## src/dsf_params.svh

```systemverilog
// Offsets, field positions, reset values and sizes of the status flag bank
//
// Behaviour
// Clock status at 04h, reset FC07h, fixed upper bits
// Bit 2 drops on main clock frequency fault
// Bit 1 drops on diagnostic oscillator watchdog fault
// Bit 0 drops on main clock watchdog fault
// Digital bit 15 drops on section one CRC
// Digital bit 14 drops on section two CRC
// Digital bit 13 drops on section three CRC
// Digital status at 05h, reset EC00h, reserved zero
// Digital bit 11 drops on memory CRC fault
// Host resets device if memory flag persists
// Bit 10 shows selected fuse bank, read-only
// Fuse bank bit excluded from summary fault
// Host resets device when backup bank used
// Overcurrent status at 06h, reset 000Fh
// Bits 3 and 1 drop on high limit
// Bits 2 and 0 drop on low limit
// Writing zero keeps flag; fault beats clear
`ifndef DSF_PARAMS_SVH
`define DSF_PARAMS_SVH

// ==========================================================
// Register offsets
`define DSF_ADDR_W 8
`define DSF_OFS_CLOCK 8'h04
`define DSF_OFS_DIGITAL 8'h05
`define DSF_OFS_OCC 8'h06

// ==========================================================
// Reset values and fixed fields
`define DSF_RST_CLOCK 16'hFC07
`define DSF_RST_DIGITAL 16'hEC00
`define DSF_RST_OCC 16'h000F
`define DSF_CLK_RSVD 13'h1F80
`define DSF_OCC_RSVD 12'h000
`define DSF_DIG_LOW_RSVD 10'h000

// ==========================================================
// Flag indices inside the flag vector
`define DSF_NUM_FLAGS 11
`define DSF_F_MCLK_WD 0
`define DSF_F_OSC_WD 1
`define DSF_F_MCLK_FREQ 2
`define DSF_F_SEC_ONE 3
`define DSF_F_SEC_TWO 4
`define DSF_F_SEC_THREE 5
`define DSF_F_MEM 6
`define DSF_F_B_LOW 7
`define DSF_F_B_HIGH 8
`define DSF_F_A_LOW 9
`define DSF_F_A_HIGH 10

// ==========================================================
// Bit positions inside the registers
`define DSF_B_SEC_ONE 15
`define DSF_B_SEC_TWO 14
`define DSF_B_SEC_THREE 13
`define DSF_B_MEM 11
`define DSF_B_BANK 10

`endif

```

## src/dsf_pkg.sv

```systemverilog
// Types shared by the status flag bank
`default_nettype none
package dsf_pkg;
	// One status register word
	typedef logic [15:0] dsf_word_t;
	// Register selected by the decoded address
	typedef enum logic [1:0] {
		DSF_SEL_NONE,
		DSF_SEL_CLOCK,
		DSF_SEL_DIGITAL,
		DSF_SEL_OCC
	} dsf_sel_t;
endpackage
`default_nettype wire

```

## src/dsf_flag_cell.sv

```systemverilog
// One sticky active-low fault flag with write-one restore
`default_nettype none
module dsf_flag_cell
(
	input wire logic clk_i,
	input wire logic rstn_i,
	input wire logic event_i, // Fault event pulse
	input wire logic clear_i, // Write of one to this bit
	output logic flag_o // 0 once a fault has occurred
);
	// ==========================================================
	// Flag state
	logic flag_d;
	logic flag_q;

	// Next value: a fault beats a clearing write
	always_comb
	begin
		flag_d = flag_q;
		if (event_i)
		begin
			flag_d = 1'b0;
		end
		else if (clear_i)
		begin
			flag_d = 1'b1;
		end
	end

	// Register; reset shows no fault
	always_ff @(posedge clk_i)
	begin
		if (!rstn_i)
		begin
			flag_q <= 1'b1;
		end
		else
		begin
			flag_q <= flag_d;
		end
	end

	assign flag_o = flag_q;
endmodule
`default_nettype wire

```

## src/dsf_status_regs.sv

```systemverilog
// Diagnostic status register bank: clock, digital and overcurrent flags
`include "dsf_params.svh"
`default_nettype none
module dsf_status_regs
(
	input wire logic clk_i,
	input wire logic rstn_i,
	// Register port, same clock domain
	input wire logic [`DSF_ADDR_W-1:0] reg_addr_i,
	input wire logic reg_wr_i, // Write strobe, one cycle
	input wire logic [15:0] reg_wdata_i,
	input wire logic reg_rd_i, // Read strobe, one cycle
	output logic [15:0] reg_rdata_o,
	output logic reg_rvalid_o,
	// Fault event pulses from the on-chip monitors
	input wire logic main_clk_freq_fault_i,
	input wire logic diag_osc_watchdog_i,
	input wire logic main_clk_watchdog_i,
	input wire logic regsec_one_crc_i,
	input wire logic regsec_two_crc_i,
	input wire logic regsec_three_crc_i,
	input wire logic internal_memory_crc_i,
	input wire logic chan_a_high_limit_i,
	input wire logic chan_a_low_limit_i,
	input wire logic chan_b_high_limit_i,
	input wire logic chan_b_low_limit_i,
	// Fuse loader: 1 when the primary bank was chosen
	input wire logic fuse_bank_primary_i,
	// Summary digital fault, low when any digital flag is low
	output logic summary_digital_fault_n_o
);
	// ==========================================================
	// Address decode
	dsf_pkg::dsf_sel_t sel; // Register addressed this cycle

	// Map the offset onto a register select
	always_comb
	begin
		case (reg_addr_i)
			`DSF_OFS_CLOCK: sel = dsf_pkg::DSF_SEL_CLOCK;
			`DSF_OFS_DIGITAL: sel = dsf_pkg::DSF_SEL_DIGITAL;
			`DSF_OFS_OCC: sel = dsf_pkg::DSF_SEL_OCC;
			default: sel = dsf_pkg::DSF_SEL_NONE;
		endcase
	end

	// ==========================================================
	// Event and clear vectors
	logic [`DSF_NUM_FLAGS-1:0] events; // Fault pulses by flag index
	logic [`DSF_NUM_FLAGS-1:0] clears; // Write-one restores by index
	logic [`DSF_NUM_FLAGS-1:0] flags; // Current flag values

	// Gather the event pulses
	always_comb
	begin
		events = '0;
		events[`DSF_F_MCLK_WD] = main_clk_watchdog_i;
		events[`DSF_F_OSC_WD] = diag_osc_watchdog_i;
		events[`DSF_F_MCLK_FREQ] = main_clk_freq_fault_i;
		events[`DSF_F_SEC_ONE] = regsec_one_crc_i;
		events[`DSF_F_SEC_TWO] = regsec_two_crc_i;
		events[`DSF_F_SEC_THREE] = regsec_three_crc_i;
		events[`DSF_F_MEM] = internal_memory_crc_i;
		events[`DSF_F_B_LOW] = chan_b_low_limit_i;
		events[`DSF_F_B_HIGH] = chan_b_high_limit_i;
		events[`DSF_F_A_LOW] = chan_a_low_limit_i;
		events[`DSF_F_A_HIGH] = chan_a_high_limit_i;
	end

	// Route written ones to flags; zeros and reserved bits do nothing
	always_comb
	begin
		clears = '0;
		if (reg_wr_i)
		begin
			case (sel)
				dsf_pkg::DSF_SEL_CLOCK:
				begin
					clears[`DSF_F_MCLK_WD] = reg_wdata_i[0];
					clears[`DSF_F_OSC_WD] = reg_wdata_i[1];
					clears[`DSF_F_MCLK_FREQ] = reg_wdata_i[2];
				end
				dsf_pkg::DSF_SEL_DIGITAL:
				begin
					clears[`DSF_F_SEC_ONE] =
						reg_wdata_i[`DSF_B_SEC_ONE];
					clears[`DSF_F_SEC_TWO] =
						reg_wdata_i[`DSF_B_SEC_TWO];
					clears[`DSF_F_SEC_THREE] =
						reg_wdata_i[`DSF_B_SEC_THREE];
					clears[`DSF_F_MEM] = reg_wdata_i[`DSF_B_MEM];
				end
				dsf_pkg::DSF_SEL_OCC:
				begin
					clears[`DSF_F_B_LOW] = reg_wdata_i[0];
					clears[`DSF_F_B_HIGH] = reg_wdata_i[1];
					clears[`DSF_F_A_LOW] = reg_wdata_i[2];
					clears[`DSF_F_A_HIGH] = reg_wdata_i[3];
				end
				default:
				begin
					clears = '0;
				end
			endcase
		end
	end

	// ==========================================================
	// Sticky flag cells, one per fault
	genvar gi;
	generate
		for (gi = 0; gi < `DSF_NUM_FLAGS; gi = gi + 1)
		begin : g_flag
			dsf_flag_cell u_cell
			(
				.clk_i(clk_i),
				.rstn_i(rstn_i),
				.event_i(events[gi]),
				.clear_i(clears[gi]),
				.flag_o(flags[gi])
			);
		end
	endgenerate

	// ==========================================================
	// Fuse bank indicator, caught once after reset release
	logic bank_d;
	logic bank_q; // 1 primary bank, 0 backup bank
	logic caught_d;
	logic caught_q; // Set once the bank has been sampled

	// Sample the loader level in the first cycle out of reset
	always_comb
	begin
		bank_d = bank_q;
		caught_d = 1'b1;
		if (!caught_q)
		begin
			bank_d = fuse_bank_primary_i;
		end
	end

	// Register; reset shows the primary bank until sampled
	always_ff @(posedge clk_i)
	begin
		if (!rstn_i)
		begin
			bank_q <= 1'b1;
			caught_q <= 1'b0;
		end
		else
		begin
			bank_q <= bank_d;
			caught_q <= caught_d;
		end
	end

	// ==========================================================
	// Read data assembly
	dsf_pkg::dsf_word_t clock_word; // Clock status view
	dsf_pkg::dsf_word_t digital_word; // Digital status view
	dsf_pkg::dsf_word_t occ_word; // Overcurrent status view

	// Fixed reserved fields around the live flags
	always_comb
	begin
		clock_word = {`DSF_CLK_RSVD, flags[`DSF_F_MCLK_FREQ],
			flags[`DSF_F_OSC_WD], flags[`DSF_F_MCLK_WD]};
		digital_word = {flags[`DSF_F_SEC_ONE], flags[`DSF_F_SEC_TWO],
			flags[`DSF_F_SEC_THREE], 1'b0, flags[`DSF_F_MEM],
			bank_q, `DSF_DIG_LOW_RSVD};
		occ_word = {`DSF_OCC_RSVD, flags[`DSF_F_A_HIGH],
			flags[`DSF_F_A_LOW], flags[`DSF_F_B_HIGH],
			flags[`DSF_F_B_LOW]};
	end

	// ==========================================================
	// Read port and summary output
	logic [15:0] rdata_d;
	logic [15:0] rdata_q;
	logic rvalid_d;
	logic rvalid_q;
	logic summary_d;
	logic summary_q;

	// Pick the addressed word; unmapped offsets read zero
	always_comb
	begin
		rdata_d = rdata_q;
		rvalid_d = reg_rd_i;
		if (reg_rd_i)
		begin
			case (sel)
				dsf_pkg::DSF_SEL_CLOCK: rdata_d = clock_word;
				dsf_pkg::DSF_SEL_DIGITAL: rdata_d = digital_word;
				dsf_pkg::DSF_SEL_OCC: rdata_d = occ_word;
				default: rdata_d = 16'h0000;
			endcase
		end
		// Bank indicator is left out of the summary
		summary_d = flags[`DSF_F_SEC_ONE] & flags[`DSF_F_SEC_TWO] &
			flags[`DSF_F_SEC_THREE] & flags[`DSF_F_MEM];
	end

	// Register the read answer and summary
	always_ff @(posedge clk_i)
	begin
		if (!rstn_i)
		begin
			rdata_q <= 16'h0000;
			rvalid_q <= 1'b0;
			summary_q <= 1'b1;
		end
		else
		begin
			rdata_q <= rdata_d;
			rvalid_q <= rvalid_d;
			summary_q <= summary_d;
		end
	end

	assign reg_rdata_o = rdata_q;
	assign reg_rvalid_o = rvalid_q;
	assign summary_digital_fault_n_o = summary_q;
endmodule
`default_nettype wire

```

## config.mk

```make
export PLATFORM = sky130hd
export DESIGN_NAME = dsf_status_regs
export DESIGN_NICKNAME = d
export VERILOG_FILES = /design/src/dsf_pkg.sv /design/src/dsf_flag_cell.sv /design/src/dsf_status_regs.sv
export VERILOG_INCLUDE_DIRS = /design/src /design/src/src
export SDC_FILE = /design/constraint.sdc
export NUM_CORES = 1
export LEC_CHECK = 0
export BUFFER_PORTS_ARGS = -buffer_cell sky130_fd_sc_hd__buf_2
export CORE_ASPECT_RATIO = 0.8
export CORE_MARGIN = 5
export CORE_UTILIZATION = 35
export DETAILED_ROUTE_END_ITERATION = 8
export HOLD_SLACK_MARGIN = 0.03
export PLACE_DENSITY_LB_ADDON = 0.1
export SLEW_MARGIN = 20
export SYNTH_ARGS = -nofsm -noshare
export SYNTH_HDL_FRONTEND = slang
export SYNTH_HIERARCHICAL = 1
export SYNTH_SLANG_ARGS = --single-unit
```

## constraint.sdc

```tcl
create_clock -name clk_i -period 3.3 [get_ports clk_i]
set_clock_uncertainty 0.1 [all_clocks]
set_input_delay 0.165 -clock clk_i [delete_from_list [all_inputs] [get_ports clk_i]]
set_output_delay 0.165 -clock clk_i [all_outputs]
set_load 0.005 [all_outputs]
```

# After elaboration in Yosys (flattened, before gate mapping)
# Index checks and enable logic that the tools add are counted.
# totals
regBits,31
word_cells,65
inputBits,40
output_inout_bits,18
# classes
bitwise_logic,3
n_eq_ne,6
n_mux,29
reduce_logical,11
# op_table
op,count
16-bit case mux with 3 select lines,1
"8-bit by 3-bit equality test with 1-bit output, second input constant",3
1-bit two-way mux,23
2-bit nonzero test,11
11-bit two-way mux,1
4-bit two-way mux,2
2-bit case mux with 3 select lines,1
"2-bit equality test, second input constant",2
1-bit AND,3
3-bit two-way mux,1
"2-bit by 1-bit equality test with 1-bit output, second input constant",1

# Depth between registers and ports, before layout
# depth
depth_word,7
ltp_mapped,6
depth_no_buf,5

# By module
# Netlist, hierarchy kept.
# by_module_without_submodules
module,seq_area_each_um2,n_inst,cells_each,area_per_inst_um2
dsf_status_regs,280.3,1,87,772.0
dsf_flag_cell,20.0,11,3,28.8

# Least setup slack after synthesis
# Ideal clock, no wire load.
# synth_timing
kind,input -> register
start,input port reg_addr_i[5]
end,register g_flag[10].u_cell.flag_q
t_required_ns,3.131
stages,5
t_arrival_ns,1.247
path_slack_ns,1.884
n_path_buf,0
setup_time_ns,0.069
path_cell_list,or4_4 nor2_1 and4_2 nor2_1 o21ai_1
# synth_via
elab_chain_cells,6
elab_cells_between_ends,8
classes_between,eq/ne (4); mux (3); reduce/logical (1)
# synth_lines
item,line,text
from (decl),dsf_status_regs.sv:9,"input wire logic [`DSF_ADDR_W-1:0] reg_addr_i,"
8-bit by 3-bit equality test with 1-bit output,dsf_status_regs.sv:39,case (reg_addr_i)
2-bit case mux with 3 select lines *,dsf_status_regs.sv:39,
2-bit equality test *,dsf_status_regs.sv:76,case (sel)
4-bit two-way mux *,dsf_status_regs.sv:76,
11-bit two-way mux *,dsf_status_regs.sv:74,if (reg_wr_i)
via clears[10],dsf_status_regs.sv:50,logic [`DSF_NUM_FLAGS-1:0] clears;
2-bit nonzero test (no line) *,-,
to (signal assigned),dsf_flag_cell.sv:39,flag_q <= flag_d;
to (decl),dsf_flag_cell.sv:14,logic flag_q;
# Mark *: on every way through the listed nets, which the timed path passes. The rest lies on a longest branch.
# A chain may end at the register's enable or synchronous reset.

# Worst setup path after layout
# Same ends and word-level chain as after synthesis.

==> metrics.yaml <==
slowest_delay_ns: 0.56
port_buffers: 43
pwr-share-comb: 0.125
worst_pin_slew_ns: 0.609
r2r_end: "reg_rdata_o[1]$_SDFFE_PN0P_"
die_height_um: 59.9
clkPwrFrac: 0.314
r2r_cells: 2
hold_path_end: "reg_rdata_o[12]$_SDFFE_PN0P_"
die_w_um: 72.4
initial_core_util: 0.358
syn_inst: 120
relSlewSlack: 0.590
drc_errors: 0
grt_first_pass_wirelength_mm: 4.17
synthArstFlopShare: 0
power_density_mw_per_mm2: 387
final_cell_area_mm2: 0.00148
grt_max_degree: 28
rrSetupSlack_ns: 2.27
clockBufferDepth: 2
synth_top_cell_by_area: "dfxtp_1"
cts_buffers: 3
ir_worst_vdd_mv: 0.201
drv_slew: 0
crit_arrival_ns: 1.51
crit_type: "input pin to register"
power_leakage_uw: 0.000663
hold_viol: 0
syn2layout_area_growth_pct: 35.9
seq_power_share: 0.561
startpoint_type: "input pin"
fin_crit_ns: 1.41
grt_pass1_vias: 911
hold_ws_ns: 0.115
cts_max_level: 1
drt_pass1_iterations: 4
clk_latency_ns: 0.26
coreArea_mm2: 0.00304
wl_per_cell_um: 12.3
critPathRequiredTime_ns: 3.40
synth-edff-count: 0
fmax_ghz: 0.709
switchingPower_uw: 134
via_count: 994
final.setup.tns_ns: 0
postSynthAreaPerCell_um2: 9.07
yosys_warnings: 6
routabilityCongestion: 0.812
synth_area_mm2: 0.00109
wirelength_mm: 2.63
die-area_mm2: 0.00433
synth_top_area_frac: 0.460
critPathSlowestCell: "or4_4"
cp-end-kind: "register"
crit_chain: "buf_2 -> or4_4 -> nor2_1 -> and4_2 -> nor2_1 -> o21ai_1"
ios: 58
antenna_found_initial: 0
fin_util: 0.486
globalRouteOverflowTotal: 0
hold_depth: 4
setup-violations-final: 0
crit_path_start: "reg_addr_i[5]"
placementRows: 18
worstHoldStart: "reg_addr_i[6]"
rsz0062_at_grt: "false"
synth_ff_type: "dfxtp_1"
path_clk_slew_ns: 0.08
n_fill_cell: 309
diodes: 0
cts_setup_buffers: 0
cts_tree: "yes"
dpl_cell_area_mm2: 0.00131
use_met3: 0.0420
min_path_type: "input pin to register"
dp_hpwl_mm: 1.94
cts_sinks: 25
p_int_uw: 437
viasPerCell: 4.64
drive_above_1_share: 0.310
cap_violations: 0
yosysSeqAreaShare: 0.460
finalCritPeriodShare: 0.427
crit_path_max_fanout: 4
busiest_layer: "met2"
drt_iter0_drc: 35
outcome: "completed"
clock-root-buffer: "clkbuf_8"
reg2reg_from: "g_flag[1].u_cell/flag_o$_SDFFE_PN1P_"
finalNetCount: 215
path_common_cell: "nor2_1"
grtUsageTotal: 0.126
switching_share: 0.235
synth_area_leaders: "dfxtp_1, a32o_1, nor2b_1, nor2_1, o21ai_1"
final_antenna_net_count: 0
synth_seq_cells: 25
globalRouteMet1Util: 0.171
use_met2: 0.189
ys_types: 25
==> placed cells by master (no fill, tap or decap) <==
cell / instances
conb_1: 6
o21ai_0: 1
or2b_2: 1
o21ai_1: 11
nor3_4: 1
clkbuf_8: 3
and4_1: 1
and2_1: 5
mux2_2: 3
nand4_1: 1
nor2b_1: 11
nand2b_1: 5
nor4_1: 1
nand2_1: 7
and4_2: 1
or4_4: 1
a32o_1: 8
clkinv_2: 1
nand3_1: 3
buf_2: 43
nand3b_1: 2
nor4b_1: 1
mux2i_1: 1
and3b_1: 1
dfxtp_1: 25
nor2_1: 18
dlygate4sd3_1: 12
==> how the worst max path moves through the flow <==
| stage | to | slack [ns] | cells after the start |
|---|---|---|---|
| final | g_flag[10].u_cell/flag_o$_SDFFE_PN1P_ | 1.89 | 6 |
| after global routing | g_flag[6].u_cell/flag_o$_SDFFE_PN1P_ | 1.74 | 6 |
| after floorplan | g_flag[10].u_cell/flag_o$_SDFFE_PN1P_ | 1.88 | 5 |
| after CTS | g_flag[10].u_cell/flag_o$_SDFFE_PN1P_ | 1.90 | 6 |
| after global placement | g_flag[10].u_cell/flag_o$_SDFFE_PN1P_ | 1.66 | 6 |
| after detailed placement | g_flag[3].u_cell/flag_o$_SDFFE_PN1P_ | 1.63 | 6 |
==> per-layer routing <==
metal | up-vias | routed length, µm
met5 | - | 0
met4 | 0 | 17
met3 | 2 | 222
met2 | 33 | 1170
met1 | 447 | 1230
li1 | 512 | -
==> cell type report <==
type / count / area (µm²) / area share
Clock inverter: 1 / 5.00 / 0.00338
Sequential cell: 25 / 500 / 0.338
Tap cell: 40 / 50.0 / 0.0338
Timing Repair Buffer: 55 / 335 / 0.227
Multi-Input combinational cell: 90 / 547 / 0.370
Clock buffer: 3 / 41.3 / 0.0279
==> flip-flops by register name, summed over array words and instances, names as in the netlist <==
signal and count:
summary_digital_fault_n_o 1, reg_rdata_o 10, g_flag.u_cell/flag_o 11, bank_q 1
caught_q 1, reg_rvalid_o 1
==> through the flow <==
stage	setup WS, ns	instances	total power, µW
finish	1.89	214	572
global route	1.74	214	604
CTS	1.90	214	579
detailed placement	1.63	198	388
global placement	1.66	198	387
floorplan	1.88	125	362
==> power by group through the flow <==
stage / registers, µW / clock network, µW / logic [µW]
CTS: 321 / 187 / 71.3
floorplan: 326 / 0 / 35.9
global placement: 328 / 0 / 59.2
finish: 321 / 179 / 71.5
detailed placement: 328 / 0 / 60.3
global route: 323 / 201 / 80.0
==> critical path, delay by kind of cell <==
| kind | cells | cell delay, ns |
|---|---|---|
| AO/OA/AOI/OAI | 1 | 0.11 |
| buffers and inverters | 1 | 0.10 |
| AND/OR/NAND/NOR | 4 | 1.13 |
==> synthesized netlist by cell type, types with 3 or more instances <==
master	n
nand2_1	7
dfxtp_1	25
o21ai_1	11
nand3_1	3
a32o_1	8
nor2_1	18
mux2_2	3
buf_4	6
nand2b_1	5
clkbuf_1	4
and2_1	5
nor2b_1	11
==> kinds of logic after synthesis <==
kind of cell	count (synthesis)	synth area share
flops	25	0.460
mux	4	0.0402
simple gates	60	0.313
compound gates	20	0.129
buf+inv	10	0.0552
other cells	1	0.00344
==> what timing repair did <==
item	CTS	global route
resized for setup	0	0
endpoints found under the hold margin	12	0
hold buffers	12	0
Note: power is estimated with default switching activity, not from simulation.
